File: src/rtl/dpcr_defines.svh
`ifndef DPCR_DEFINES_SVH
`define DPCR_DEFINES_SVH

// Avalon-MM geometry
`define DPCR_ADDR_W 8
`define DPCR_DATA_W 32

// Register byte addresses
`define DPCR_OFS_PLL_CTL 8'h00
`define DPCR_OFS_MUX0 8'h04
`define DPCR_OFS_MUX1 8'h08
`define DPCR_OFS_TRANS_SEL 8'h0c
`define DPCR_OFS_PLL_RATE 8'h10
`define DPCR_OFS_STATUS 8'h14

// Link PLL control fields
`define DPCR_PLL_EN_LSB 0
`define DPCR_GENLOCK_SEL_BIT 4
`define DPCR_PLL_ON_LSB 8
`define DPCR_PLL_LOCK_LSB 12
`define DPCR_GENLOCK_ON_BIT 16

// Port clock mux fields (same layout in both muxes)
`define DPCR_MUX_SRC_LO_BIT 0
`define DPCR_MUX_SRC_HI_BIT 1
`define DPCR_MUX_ON_LO_BIT 2
`define DPCR_MUX_ON_HI_BIT 3

// Per-transcoder select: 4-bit nibble, [1:0] port, [2] enable
`define DPCR_TSEL_STRIDE 4
`define DPCR_TSEL_EN_BIT 2

// Per-PLL rate nibble: [2:0] rate code, [3] spread spectrum
`define DPCR_RATE_STRIDE 4
`define DPCR_RATE_SSC_BIT 3

// Status fields
`define DPCR_ST_GATE_LSB 0
`define DPCR_ST_TRANS_LSB 4

// Reset values
`define DPCR_RST_NIBBLE 4'h0
`define DPCR_RST_WORD16 16'h0000
`define DPCR_RST_DATA 32'h0000_0000

// Clock figures
`define DPCR_REF_KHZ 38400
`define DPCR_SYM_DIV 5
`define DPCR_DIV_LAST 3'h4
`define DPCR_DIV_ZERO 3'h0
`define DPCR_DIV_ONE 3'h1

`endif

File: src/rtl/dpcr_pkg.sv
package dpcr_pkg;

  typedef logic [1:0] dpcr_pll_idx_t;
  typedef logic [1:0] dpcr_port_idx_t;

  // Link rate codes held per link PLL
  typedef enum logic [2:0] {
    DPCR_RATE_1G62,
    DPCR_RATE_2G16,
    DPCR_RATE_2G7,
    DPCR_RATE_3G24,
    DPCR_RATE_4G32,
    DPCR_RATE_5G4,
    DPCR_RATE_HDMI,
    DPCR_RATE_HIGH
  } dpcr_rate_t;

endpackage

File: src/rtl/dpcr_div5.sv
`timescale 1ns/100ps
`include "dpcr_defines.svh"

module dpcr_div5
  import dpcr_pkg::*;
(
  input wire logic core_clk_i,
  input wire logic rst_n_i,
  input wire logic en_i,
  input wire logic tick_i,
  output logic tick_o
);

  logic [2:0] cnt_q;
  logic tick_q;

  // Restart on disable so a fresh enable gives full symbol periods
  always_ff @(posedge core_clk_i) begin
    if (!rst_n_i) begin
      cnt_q <= `DPCR_DIV_ZERO;
    end else if (!en_i) begin
      cnt_q <= `DPCR_DIV_ZERO;
    end else if (tick_i) begin
      if (cnt_q == `DPCR_DIV_LAST) begin
        cnt_q <= `DPCR_DIV_ZERO;
      end else begin
        cnt_q <= cnt_q + `DPCR_DIV_ONE;
      end
    end
  end

  always_ff @(posedge core_clk_i) begin
    if (!rst_n_i) begin
      tick_q <= 1'b0;
    end else begin
      tick_q <= en_i && tick_i && (cnt_q == `DPCR_DIV_LAST);
    end
  end

  assign tick_o = tick_q;
endmodule

File: src/rtl/dpcr_top.sv
`timescale 1ns/100ps
`include "dpcr_defines.svh"

module dpcr_top
  import dpcr_pkg::*;
(
  input wire logic core_clk_i,
  input wire logic rst_n_i,
  input wire logic [7:0] avs_address_i,
  input wire logic avs_read_i,
  input wire logic avs_write_i,
  input wire logic [31:0] avs_writedata_i,
  input wire logic [3:0] avs_byteenable_i,
  output logic [31:0] avs_readdata_o,
  output logic avs_waitrequest_o,
  input wire logic power_state_low_i,
  input wire logic [3:0] pll_lock_i,
  input wire logic [3:0] link_pll_tick_i,
  output logic ref_clk_on_o,
  output logic [3:0] link_pll_enable_ctl_o,
  output logic [11:0] link_pll_rate_o,
  output logic [3:0] link_pll_ssc_o,
  output logic genlock_filter_pll_en_o,
  output logic genlock_ref_sel_o,
  output logic [3:0] port_clock_gate_o,
  output logic [3:0] port_sym_tick_o,
  output logic [7:0] port_bit_edges_o,
  output logic [3:0] transcoder_tick_o
);

  // Byte-lane merge of a write into a register's old value
  function automatic logic [31:0] be_merge(input logic [31:0] old_v,
                                           input logic [31:0] new_v,
                                           input logic [3:0] be);
    logic [31:0] res;
    res = old_v;
    for (int b = 0; b < 4; b++) begin
      if (be[b]) begin
        res[b*8 +: 8] = new_v[b*8 +: 8];
      end
    end
    return res;
  endfunction

  // Source PLL of a port: ports A,B use PLLs 0,1; ports C,D use PLLs 2,3
  function automatic dpcr_pll_idx_t port_src(input logic hi_mux,
                                             input logic src_bit);
    return {hi_mux, src_bit};
  endfunction

  logic [3:0] pll_en_q;
  logic genlock_sel_q;
  logic [3:0] mux0_q;
  logic [3:0] mux1_q;
  logic [15:0] trans_sel_q;
  logic [15:0] rate_q;
  logic wait_q;
  logic [31:0] rdata_q;
  logic ref_on_q;
  logic [3:0] pll_out_q;
  logic [11:0] rate_out_q;
  logic [3:0] ssc_out_q;
  logic genlock_en_q;
  logic genlock_ref_q;
  logic [3:0] gate_q;
  logic [3:0] sym_q;
  logic [7:0] edges_q;
  logic [3:0] trans_run;
  logic [3:0] trans_tick;

  logic req;
  logic acc;
  logic [3:0] pll_run;
  dpcr_pll_idx_t src [4];
  logic [3:0] port_on;
  logic [3:0] gate_d;
  logic [31:0] status_word;

  // Bus handshake: one wait cycle, then the request completes
  assign req = avs_read_i || avs_write_i;
  assign acc = req && !wait_q;

  always_ff @(posedge core_clk_i) begin
    if (!rst_n_i) begin
      wait_q <= 1'b1;
    end else if (req && wait_q) begin
      wait_q <= 1'b0;
    end else begin
      wait_q <= 1'b1;
    end
  end

  // Control registers, written on the accepting edge only
  always_ff @(posedge core_clk_i) begin
    if (!rst_n_i) begin
      pll_en_q <= `DPCR_RST_NIBBLE;
      genlock_sel_q <= 1'b0;
    end else if (acc && avs_write_i &&
                 avs_address_i == `DPCR_OFS_PLL_CTL) begin
      {genlock_sel_q, pll_en_q} <= 5'(be_merge({27'h0, genlock_sel_q,
                                               pll_en_q}, avs_writedata_i,
                                               avs_byteenable_i));
    end
  end

  // Mapping and enable share one word; software splits them over two
  // writes, so this logic takes each write as it comes
  always_ff @(posedge core_clk_i) begin
    if (!rst_n_i) begin
      mux0_q <= `DPCR_RST_NIBBLE;
      mux1_q <= `DPCR_RST_NIBBLE;
    end else if (acc && avs_write_i) begin
      if (avs_address_i == `DPCR_OFS_MUX0) begin
        mux0_q <= 4'(be_merge({28'h0, mux0_q}, avs_writedata_i,
                              avs_byteenable_i));
      end else if (avs_address_i == `DPCR_OFS_MUX1) begin
        mux1_q <= 4'(be_merge({28'h0, mux1_q}, avs_writedata_i,
                              avs_byteenable_i));
      end
    end
  end

  always_ff @(posedge core_clk_i) begin
    if (!rst_n_i) begin
      trans_sel_q <= `DPCR_RST_WORD16;
      rate_q <= `DPCR_RST_WORD16;
    end else if (acc && avs_write_i) begin
      if (avs_address_i == `DPCR_OFS_TRANS_SEL) begin
        trans_sel_q <= 16'(be_merge({16'h0, trans_sel_q}, avs_writedata_i,
                                    avs_byteenable_i));
      end else if (avs_address_i == `DPCR_OFS_PLL_RATE) begin
        rate_q <= 16'(be_merge({16'h0, rate_q}, avs_writedata_i,
                               avs_byteenable_i));
      end
    end
  end

  // Read data is loaded on the wait cycle so it stands at the accept edge
  always_comb begin
    status_word = `DPCR_RST_DATA;
    status_word[`DPCR_ST_GATE_LSB +: 4] = gate_q;
    status_word[`DPCR_ST_TRANS_LSB +: 4] = trans_run;
  end

  always_ff @(posedge core_clk_i) begin
    if (!rst_n_i) begin
      rdata_q <= `DPCR_RST_DATA;
    end else if (avs_read_i && wait_q) begin
      if (avs_address_i == `DPCR_OFS_PLL_CTL) begin
        rdata_q <= {15'h0, genlock_en_q, pll_lock_i, pll_out_q,
                    3'h0, genlock_sel_q, pll_en_q};
      end else if (avs_address_i == `DPCR_OFS_MUX0) begin
        rdata_q <= {28'h0, mux0_q};
      end else if (avs_address_i == `DPCR_OFS_MUX1) begin
        rdata_q <= {28'h0, mux1_q};
      end else if (avs_address_i == `DPCR_OFS_TRANS_SEL) begin
        rdata_q <= {16'h0, trans_sel_q};
      end else if (avs_address_i == `DPCR_OFS_PLL_RATE) begin
        rdata_q <= {16'h0, rate_q};
      end else if (avs_address_i == `DPCR_OFS_STATUS) begin
        rdata_q <= status_word;
      end else begin
        rdata_q <= `DPCR_RST_DATA;
      end
    end
  end

  // Reference runs from reset on; nothing can turn it off
  always_ff @(posedge core_clk_i) begin
    if (!rst_n_i) begin
      ref_on_q <= 1'b1;
    end else begin
      ref_on_q <= 1'b1;
    end
  end

  // Low power states drop the PLLs; the stored enables bring them back
  always_ff @(posedge core_clk_i) begin
    if (!rst_n_i) begin
      pll_out_q <= `DPCR_RST_NIBBLE;
    end else begin
      pll_out_q <= power_state_low_i ? `DPCR_RST_NIBBLE : pll_en_q;
    end
  end

  // Genlock filter PLL follows the filtered-reference select
  always_ff @(posedge core_clk_i) begin
    if (!rst_n_i) begin
      genlock_en_q <= 1'b0;
      genlock_ref_q <= 1'b0;
    end else begin
      genlock_en_q <= genlock_sel_q;
      genlock_ref_q <= genlock_sel_q;
    end
  end

  // Rate setting per PLL; HDMI symbol rates never carry spread
  generate
    for (genvar p = 0; p < 4; p++) begin : g_rate
      always_ff @(posedge core_clk_i) begin
        if (!rst_n_i) begin
          rate_out_q[p*3 +: 3] <= 3'h0;
          ssc_out_q[p] <= 1'b0;
        end else begin
          rate_out_q[p*3 +: 3] <= rate_q[p*`DPCR_RATE_STRIDE +: 3];
          ssc_out_q[p] <= rate_q[p*`DPCR_RATE_STRIDE + `DPCR_RATE_SSC_BIT]
            && (rate_q[p*`DPCR_RATE_STRIDE +: 3] != DPCR_RATE_HDMI);
        end
      end
    end
  endgenerate

  // Port clocks: a port runs only off a powered, locked PLL
  assign pll_run = pll_out_q & pll_lock_i;
  assign src[0] = port_src(1'b0, mux0_q[`DPCR_MUX_SRC_LO_BIT]);
  assign src[1] = port_src(1'b0, mux0_q[`DPCR_MUX_SRC_HI_BIT]);
  assign src[2] = port_src(1'b1, mux1_q[`DPCR_MUX_SRC_LO_BIT]);
  assign src[3] = port_src(1'b1, mux1_q[`DPCR_MUX_SRC_HI_BIT]);
  assign port_on = {mux1_q[`DPCR_MUX_ON_HI_BIT], mux1_q[`DPCR_MUX_ON_LO_BIT],
                    mux0_q[`DPCR_MUX_ON_HI_BIT], mux0_q[`DPCR_MUX_ON_LO_BIT]};

  generate
    for (genvar i = 0; i < 4; i++) begin : g_port
      assign gate_d[i] = port_on[i] && pll_run[src[i]];

      always_ff @(posedge core_clk_i) begin
        if (!rst_n_i) begin
          gate_q[i] <= 1'b0;
          sym_q[i] <= 1'b0;
          edges_q[i*2 +: 2] <= 2'b00;
        end else begin
          gate_q[i] <= gate_d[i];
          // Port tick is the PLL edge itself; 5 of them make one symbol
          sym_q[i] <= gate_d[i] && link_pll_tick_i[src[i]];
          // Rising and falling edge both clock the I/O
          edges_q[i*2 +: 2] <= {2{gate_d[i] && link_pll_tick_i[src[i]]}};
        end
      end
    end
  endgenerate

  // Transcoders: any number may select the same port clock
  generate
    for (genvar t = 0; t < 4; t++) begin : g_trans
      dpcr_port_idx_t tsel;
      assign tsel = trans_sel_q[t*`DPCR_TSEL_STRIDE +: 2];
      assign trans_run[t] =
        trans_sel_q[t*`DPCR_TSEL_STRIDE + `DPCR_TSEL_EN_BIT] &&
        gate_q[tsel];

      dpcr_div5 u_div (
        .core_clk_i(core_clk_i),
        .rst_n_i(rst_n_i),
        .en_i(trans_run[t]),
        .tick_i(sym_q[tsel]),
        .tick_o(trans_tick[t])
      );
    end
  endgenerate

  assign avs_readdata_o = rdata_q;
  assign avs_waitrequest_o = wait_q;
  assign ref_clk_on_o = ref_on_q;
  assign link_pll_enable_ctl_o = pll_out_q;
  assign link_pll_rate_o = rate_out_q;
  assign link_pll_ssc_o = ssc_out_q;
  assign genlock_filter_pll_en_o = genlock_en_q;
  assign genlock_ref_sel_o = genlock_ref_q;
  assign port_clock_gate_o = gate_q;
  assign port_sym_tick_o = sym_q;
  assign port_bit_edges_o = edges_q;
  assign transcoder_tick_o = trans_tick;
endmodule

File: config.mk
export PLATFORM = sky130hd
export DESIGN_NAME = dpcr_top
export DESIGN_NICKNAME = d
export VERILOG_FILES = /design/src/rtl/dpcr_pkg.sv /design/src/rtl/dpcr_div5.sv /design/src/rtl/dpcr_top.sv
export VERILOG_INCLUDE_DIRS = /design/src /design/src/rtl
export SDC_FILE = /design/constraint.sdc
export NUM_CORES = 1
export LEC_CHECK = 0
export BUFFER_PORTS_ARGS = -buffer_cell sky130_fd_sc_hd__buf_4
export CORE_ASPECT_RATIO = 2
export CORE_MARGIN = 1
export CORE_UTILIZATION = 45
export DETAILED_ROUTE_END_ITERATION = 7
export PLACE_DENSITY_LB_ADDON = 0.25
export SKIP_CTS_REPAIR_TIMING = 1
export SLEW_MARGIN = 20
export SYNTH_ARGS = -nofsm -noshare
export SYNTH_HDL_FRONTEND = slang
export SYNTH_SLANG_ARGS = --single-unit
File: constraint.sdc
create_clock -name core_clk_i -period 1.85 [get_ports core_clk_i]
set_input_delay 0.2775 -clock core_clk_i [delete_from_list [all_inputs] [get_ports core_clk_i]]
set_output_delay 0.2775 -clock core_clk_i [all_outputs]
set_load 0.05 [all_outputs]
==> Word-level counts from Yosys, hierarchy flattened <==
Cells that the tools add are included.
{ "word_totals": {"ff_bits": 127, "latchBits": 0, "ramBits": 0, "mem_bits_ro": 0, "input_bits": 57, "output_inout_bits": 76, "elab_cells": 156, "mem_count": 0} }
{ "op_classes": {"add_sub_neg": 4, "multipliers": 0, "n_div": 0, "magnitude_cmp": 8, "n_eq_ne": 13, "shifts": 0, "n_mux": 43, "bitwise": 4, "n_reduce_logical": 44} }
{ "ops": {"columns": ["op", "count"], "rows": [
  ["16-bit 2-to-1 mux", 4],
  ["1-bit logical AND", 29],
  ["1-bit 2-to-1 mux", 25],
  ["2-bit by 3-bit < comparator with 1-bit output, second input constant", 6],
  ["17-bit 2-to-1 mux", 1],
  ["1-bit binary-select mux with 2-bit select", 8],
  ["8-bit by 4-bit equality test with 1-bit output, second input constant", 2],
  ["8-bit by 5-bit equality test with 1-bit output, second input constant", 2],
  ["3-bit by 1-bit adder with 3-bit output, second input constant", 4],
  ["3-bit equality test, second input constant", 4],
  ["3-bit 2-to-1 mux", 4],
  ["3-bit != test, second input constant", 4],
  ["4-bit AND reduction", 3],
  ["2-bit AND reduction", 5],
  ["3-bit AND reduction", 3],
  ["8-bit by 3-bit equality test with 1-bit output, second input constant", 1],
  ["8-bit logical NOT", 1],
  ["8-bit 2-to-1 mux", 1],
  ["1-bit by 3-bit < comparator with 1-bit output, second input constant", 2],
  ["4-bit bitwise AND", 1],
  ["1-bit NOT", 3],
  ["2-bit OR reduction", 1],
  ["1-bit logical NOT", 1],
  ["1-bit logical OR", 1]
]} }

==> Logic depth before layout (Yosys ltp) <==
Gate-level depths: netlist of the first run.
{ "logic_depth": {"ltp_word": 9, "depth_mapped": 6, "ltp_nobuf": 5} }

==> Modules after synthesis <==
From an unflattened synthesis of the first run, not the netlist that was laid out.
{ "unflattened": {"cells_unflattened": 527, "area_unflattened_um2": 4983.5} }
{ "by_module_without_submodules": {"columns": ["mod", "n_inst", "cells_each", "area_each_um2", "seq_area_each_um2"], "rows": [
  ["dpcr_top", 1, 439, 4252.8, 1841.8],
  ["dpcr_div5", 4, 22, 182.7, 80.1]
]} }

==> Least setup slack after synthesis of the first run <==
Ideal clock, no wire load.
{ "synth_path": {"kind": "input-to-reg", "startpoint": "input avs_address_i[7]", "endpoint": "register trans_sel_q[0]", "setup_ps": 116, "arrival_time_ps": 1832, "t_required_ps": 1734, "path_slack_ps": -98, "path_stages": 5, "path_buffers": 1, "path_cell_list": "or4_4 -> buf_6 -> nor4_4 -> mux2i_1 -> nor2b_1"} }
{ "synth_via": {"elab_chain_len": 2} }
{ "synth_rtl": {"columns": ["element", "line_no", "rtl"], "rows": [
  ["from (decl)", "dpcr_top.sv:9", "input wire logic [7:0] avs_address_i,"],
  ["8-bit by 4-bit equality test with 1-bit output (no source line)", null, null],
  ["3-bit AND reduction (no source line)", null, null],
  ["to (signal assigned)", "dpcr_top.sv:125", "trans_sel_q <= `DPCR_RST_WORD16;"],
  ["to (signal assigned)", "dpcr_top.sv:129", "trans_sel_q <= 16'(be_merge({16'h0, trans_sel_q}, avs_writedata_i,"],
  ["to (decl)", "dpcr_top.sv:55", "logic [15:0] trans_sel_q;"]
]} }
No other way between the ends.
A chain may end at the register's enable or synchronous reset.

==> Worst setup path after layout of the first run <==
{ "layout_path": {"startpoint": "register wait_q, in the netlist avs_waitrequest_o", "endpoint": "register rate_q[5]"} }
{ "layout_via": {"elab_chain_len": 4} }
{ "layout_rtl": {"columns": ["element", "line_no", "rtl"], "rows": [
  ["from (decl)", "dpcr_top.sv:57", "logic wait_q;"],
  ["from (signal assigned)", "dpcr_top.sv:85", "wait_q <= 1'b1;"],
  ["from (signal assigned)", "dpcr_top.sv:87", "wait_q <= 1'b0;"],
  ["from (signal assigned)", "dpcr_top.sv:89", "wait_q <= 1'b1;"],
  ["1-bit logical NOT", "dpcr_top.sv:81", "assign acc = req && !wait_q;"],
  ["1-bit logical AND", "dpcr_top.sv:81", null],
  ["1-bit logical AND", "dpcr_top.sv:127", "end else if (acc && avs_write_i) begin"],
  ["4-bit AND reduction (no source line)", null, null],
  ["to (signal assigned)", "dpcr_top.sv:126", "rate_q <= `DPCR_RST_WORD16;"],
  ["to (signal assigned)", "dpcr_top.sv:132", "rate_q <= 16'(be_merge({16'h0, rate_q}, avs_writedata_i,"],
  ["to (decl)", "dpcr_top.sv:56", "logic [15:0] rate_q;"]
]} }
No other way between the ends.

==> out/qor.csv, run 1 <==
stage;metric;value;unit
outcome;status;finished, final reports clean;
clocking;clock-sinks;108;
clocking;htree_levels;3;
layout;n_antenna_cell;0;
power;p_sw_frac;0.2465;
floorplanning;die_y;151.3;µm
timing;fin_ws;156.0;ps
global_route;antenna_found_initial;0;
setup_path;path_class;reg2reg;
layout;fin_area;6228;µm²
floorplanning;die_x;76.67;µm
synthesis;synth_top_family_by_area;simple AND/OR/NAND/NOR gates;
timing;finalSetupTns;0;ps
setup_path;worstPathArrival;1930;ps
setup_path;cp_max_fo;8;
hold_path;hold_depth;2;
synthesis;syn_area;5017;µm²
layout;drive_above_1_share;0.2572;
route;drc;0;
clocking;cts_buffers;9;
global_route;grt_pass1_vias;4000;
placement;gp_congestion;0.9790;
synthesis;yosysWarnings;0;
route;post_drt_wl_per_cell;17.58;µm
route;routed_via_density;5.382;
synthesis;yosys.area_share.adder;0.01995;
synthesis;ys_seq_area_frac;0.4309;
synthesis;ys.flop_type;dfxtp_1;
power;p_per_area;753.7;nW/µm²
synthesis;synthTopCellsByArea;dfxtp_1 43%, mux2i_1 11%, nor2b_1 6.4%, buf_4 4.3%, and2_1 3.2%;
timing;post-route-period-util;0.9157;
timing;timing.fmax;0.5903;GHz
timing;hold_slack;165.7;ps
setup_path;endpoint_kind;flip-flop;
setup_path;setup.worst_path.start;avs_waitrequest_o;
synthesis;synth_most_common_cell;dfxtp_1;
timing;setup_viol;0;
route;num_vias;4101;
power;intPower;3.537;mW
layout;area_growth;24.14;%
route;ant_nets;0;
setup_path;ff2ff_setup_slack;160;ps
synthesis;yosys-top-cells-count;108 x dfxtp_1, 55 x mux2i_1, 51 x nor2b_1;
synthesis;synth_simple_gate_area_frac;0.2170;
floorplanning;start_util;0.4612;
synthesis;synth_top_area_share;0.4309;
global_route;grt-ovfl-total;0;
placement;placed_cell_area;5928;µm²
route;routed_wl;13390;µm
power;p_leak;2.328;nW
power;comb_power_share;0.089;
floorplanning;rows;54;
route;drtPass1Iterations;4;
floorplanning;core;10880;µm²
timing;drv_slew;0;
clocking;clk_path_buf_depth;2;
route;drt_iter0_drc;245;
power;clkPwrFrac;0.412;
timing;hold_violations;0;
synthesis;synth_edf_count;0;
timing;period_needed;1694;ps
hold_path;holdPathEnd;avs_waitrequest_o;
hold_path;worstHoldStart;avs_read_i;
synthesis;ys_ff_latch;108;
power;total_power;4.694;mW
synthesis;synth_compound_area_frac;0.1170;
setup_path;required;2090;ps
layout;nets;682;
synthesis;synth_async_sr_flop_share;0;
power;ir_drop;0.6897;mV
placement;post-place-ws;-171.2;ps
synthesis;syn_avg_cell_area;9.667;µm²
clocking;cts_tree;done;
power;seqPwrFrac;0.499;
synthesis;synthMuxAreaShare;0.1411;
flow_run;cap_violations;0;
clocking;cts-root-buf;clkbuf_16;
power;power_switching;1.157;mW
placement;placedCellCount;746;
floorplanning;io_pins;133;
setup_path;reg2reg_depth;6;
synthesis;synth_top_cell_by_area;dfxtp_1;
setup_path;worstSetupStartpointType;flip-flop;
timing;finalClockSkew;7.241;ps
hold_path;worstHoldPathType;in2reg;
synthesis;synthXorXnorAreaFrac;0;
floorplanning;die_area;11600;µm²
layout;final_util;0.5726;
synthesis;synthDistinctLibCells;40;
clocking;insertion_delay;350;ps
global_route;grt_pass1_wl;20710;µm
clocking;clkTransAtPathRegs;70;ps
layout;fin_cells;762;
timing;rsz0062_at_grt;no;
placement;portBuffers;98;
synthesis;syn_inst;519;
setup_path;r2r_end;rate_q[5];
placement;hpwl;10460;µm
global_route;track_usage;0.2375;
setup_path;r2r_start;avs_waitrequest_o;
global_route;grt_max_degree;50;
-- final cells by class --
class	count	area (µm²)
clock buffer	9	225.2
clock inverter	7	75.07
fill	970	4649
inverter	13	48.80
multi-input combinational	360	2565
sequential	108	2163
tap	140	175.2
timing repair buffer	125	975.9
-- registers in the layout, indices dropped and copies added, names as in the netlist --
| name | flops |
|---|---|
| link_pll_enable_ctl_o | 4 |
| genlock_sel_q | 1 |
| genlock_ref_sel_o | 1 |
| port_bit_edges_o | 4 |
| pll_en_q | 4 |
| rate_q | 16 |
| mux1_q | 4 |
| g_trans.u_div.cnt_q | 12 |
| link_pll_rate_o | 12 |
| link_pll_ssc_o | 4 |
| avs_readdata_o | 17 |
| trans_sel_q | 16 |
| mux0_q | 4 |
| g_trans.u_div.tick_o | 4 |
| port_clock_gate_o | 4 |
| avs_waitrequest_o | 1 |
-- power groups by stage --
stage | clock [mW] | combinational, mW | sequential, mW
4_1_cts | 1.98 | 0.416 | 2.34
3_5_place_dp | 0 | 0.415 | 2.40
3_3_place_gp | 0 | 0.412 | 2.40
5_1_grt | 2.07 | 0.437 | 2.35
2_1_floorplan | 0 | 0.218 | 2.45
6_report | 1.93 | 0.417 | 2.34
-- logic make-up (layout without fill, tap and decap cells) --
kind of cell    count (synthesis)  count (layout)
buf+inv                        65             154
mux                            62              62
simple gates                  180             180
fa+ha+maj                       8               8
other cells                     2              16
flops                         108             108
compound gates                 94              94
-- critical path: stages, from the launching register on --
cell	delay, ps
dfxtp_2	320
buf_4	150
nand3b_1	290
nor4b_2	300
buf_4	260
mux2i_1	210
nor2b_1	60
-- cells in the final DEF (no fill, tap or decap), types with 2 or more instances in the layout --
cell,netlist,final
buf_4,29,122
dfxtp_1,108,107
mux2i_1,55,55
nor2b_1,51,51
a21oi_1,32,32
nand2_1,29,29
and2_1,26,26
nor2_1,25,25
o21ai_0,19,19
conb_1,2,16
inv_1,13,13
nand3_1,12,12
a31oi_1,11,11
nand3b_1,11,11
a22o_1,9,9
clkbuf_16,0,9
ha_1,8,8
mux4_2,7,7
a21boi_0,6,6
a221oi_1,6,6
nor4_4,5,5
o211ai_1,5,5
nand2b_1,4,4
and3_1,4,4
o2bb2ai_1,4,4
nand4_1,3,3
buf_12,0,3
nor4b_2,0,2
clkinv_4,0,2
inv_6,0,2
clkinv_2,0,2
-- layer usage --
metal / track usage / wire, µm
met3: 0.03614 / 468
met2: 0.4478 / 7329
met1: 0.2399 / 4903
met5: 0 / 0
met4: 0.1500 / 692
-- how the worst max path moves through the flow --
stage / cells after the start / endpoint
finish: 6 / rate_q[5]
global route: 6 / rate_q[3]
CTS: 6 / rate_q[6]
detailed placement: 6 / rate_q[5]
global placement: 6 / avs_readdata_o[2]
floorplan: 5 / trans_sel_q[0]
(Power assumes the default switching activity.)
==> run 2: changes to the inputs <==
==> constraint.sdc (replaced) <==
create_clock -name core_clk_i -period 2.1 [get_ports core_clk_i]
set_input_delay 0.315 -clock core_clk_i [delete_from_list [all_inputs] [get_ports core_clk_i]]
set_output_delay 0.315 -clock core_clk_i [all_outputs]
set_load 0.05 [all_outputs]
==> out/qor.csv, run 2 (synthesis results as in run 1) <==
stage;metric;value;unit;change
power;p_leak;2.261;nW;-2.9%
timing;hold_violations;0;;unchanged
route;drc;0;;unchanged
setup_path;worstSetupStartpointType;input port;;
route;routed_wl;13430;µm;+0.25%
floorplanning;die_x;76.67;µm;unchanged
setup_path;ff2ff_setup_slack;350;ps;+190 ps
hold_path;worstHoldStart;avs_write_i;;
placement;post-place-ws;-23.55;ps;+147.7 ps
placement;hpwl;10240;µm;-2.1%
timing;rsz0062_at_grt;no;;
timing;post-route-period-util;0.8414;;
global_route;track_usage;0.2369;;-0.0005424
global_route;grt_pass1_vias;3995;;-0.13%
setup_path;r2r_end;mux0_q[2];;
floorplanning;rows;54;;unchanged
timing;period_needed;1767;ps;
clocking;cts_tree;done;;
timing;setup_viol;0;;unchanged
floorplanning;die_y;151.3;µm;unchanged
power;p_per_area;655.2;nW/µm²;-13%
floorplanning;io_pins;133;;unchanged
timing;worstMarginPinSlew;712.7;ps;
timing;fin_ws;333.1;ps;+177.1 ps
layout;largest_reg_flops;17;;unchanged
setup_path;endpoint_kind;flip-flop;;
timing;finalClockSkew;6.312;ps;-0.9288 ps
layout;area_growth;21.95;%;
layout;layout_common_cells;114 x buf_4, 108 x dfxtp_1, 55 x mux2i_1, 51 x nor2b_1, 32 x a21oi_1;;
route;post_drt_wl_per_cell;17.83;µm;+1.4%
flow_run;cap_violations;0;;unchanged
clocking;cts-root-buf;clkbuf_16;;
placement;portBuffers;98;;unchanged
hold_path;hold_depth;2;;unchanged
placement;gp_congestion;0.9128;;-6.8%
setup_path;required;2340;ps;+250 ps
layout;n_antenna_cell;0;;unchanged
clocking;insertion_delay;350;ps;about the same
layout;nets;673;;-1.3%
floorplanning;core;10880;µm²;unchanged
setup_path;cp_max_fo;11;;+3
setup_path;path_class;in2reg;;
layout;final_common_cell;buf_4;;
route;num_vias;4088;;-0.32%
placement;placedCellCount;737;;-1.2%
layout;num-fill-cells;974;;+0.41%
timing;drv_slew;0;;unchanged
layout;final_util;0.5625;;-0.01012
layout;drive_above_1_share;0.2398;;-0.01743
setup_path;worstPathArrival;2010;ps;+80 ps
hold_path;worstHoldPathType;in2reg;;
timing;finalSetupTns;0;ps;unchanged
outcome;status;finished, final reports clean;;
global_route;grt-ovfl-total;0;;unchanged
power;ir_drop;0.4156;mV;-40%
layout;fin_cells;753;;-1.2%
route;drt_iter0_drc;161;;-34%
route;drtPass1Iterations;4;;unchanged
global_route;grt_max_degree;38;;-24%
layout;regArea;2162;µm²;about the same
hold_path;holdPathEnd;avs_waitrequest_o;;
global_route;grt_pass1_wl;21000;µm;+1.4%
clocking;clock-sinks;108;;unchanged
clocking;clk_path_buf_depth;2;;unchanged
floorplanning;die_area;11600;µm²;unchanged
global_route;antenna_found_initial;0;;unchanged
layout;multiInputGateArea;2556;µm²;-0.34%
clocking;htree_levels;3;;unchanged
floorplanning;start_util;0.4612;;unchanged
timing;maxSlewHeadroom;0.5249;;
timing;timing.fmax;0.5660;GHz;
clocking;clkTransAtPathRegs;70;ps;about the same
setup_path;r2r_start;avs_waitrequest_o;;
route;routed_via_density;5.429;;+0.87%
route;ant_nets;0;;unchanged
clocking;cts_buffers;9;;unchanged
setup_path;reg2reg_depth;5;;-1
-- run 2: cell types whose count changed in the layout (fill, tap and decap cells not counted), sizes merged --
| cell | change |
|---|---|
| clkbuf | +2 |
| clkinv | -1 |
| inv | -2 |
| buf | -9 |
| bufinv | -1 |
| clkinvlp | +2 |
-- run 2: per-layer routing --
metal | global-route usage | wire length, µm | up-vias
met4 | 0.1269 | 542 | 0
met5 | 0 | 0 | -
met1 | 0.2436 | 5064 | 1990
met2 | 0.4513 | 7359 | 113
li1 | - | - | 1953
met3 | 0.03735 | 460 | 32
-- run 2: area by class of cell --
type | count | area share
Sequential cell | 108 | 0.3534
Inverter | 13 | 0.007975
Clock buffer | 11 | 0.03967
Clock inverter | 5 | 0.006135
Multi-Input combinational cell | 360 | 0.4178
Timing Repair Buffer | 116 | 0.1464
Tap cell | 140 | 0.02863
-- run 2: worst max-delay path, stage by stage --
cell	delay [ps]
buf_4	110
or4_4	670
nor4b_2	430
buf_4	220
mux2i_1	200
nor2b_1	60
-- run 2: metrics by stage --
step | instance area [µm²] | power [mW] | hold slack (ps)
floorplan | 5070 | 2.345 | 423.8
global placement | 5838 | 2.457 | 443.3
detailed placement | 5838 | 2.459 | 454.4
CTS | 6118 | 4.042 | 190.4
global route | 6118 | 4.128 | 200.4
finish | 6118 | 4.009 | 202.7
-- run 2: power breakdown --
part	switching, mW	internal (mW)
clock network	0.756	0.840
registers	0.00876	2.06
logic	0.236	0.110
-- run 2: worst max path at each step --
stage | endpoint | startpoint | slack (ps)
CTS | rate_q[5] | avs_address_i[7] | 330
global placement | rate_q[1] | avs_address_i[7] | 20
detailed placement | rate_q[5] | avs_address_i[7] | -20
floorplan | trans_sel_q[0] | avs_address_i[7] | 110
finish | rate_q[5] | avs_address_i[7] | 330
global route | mux1_q[1] | avs_waitrequest_o | 240
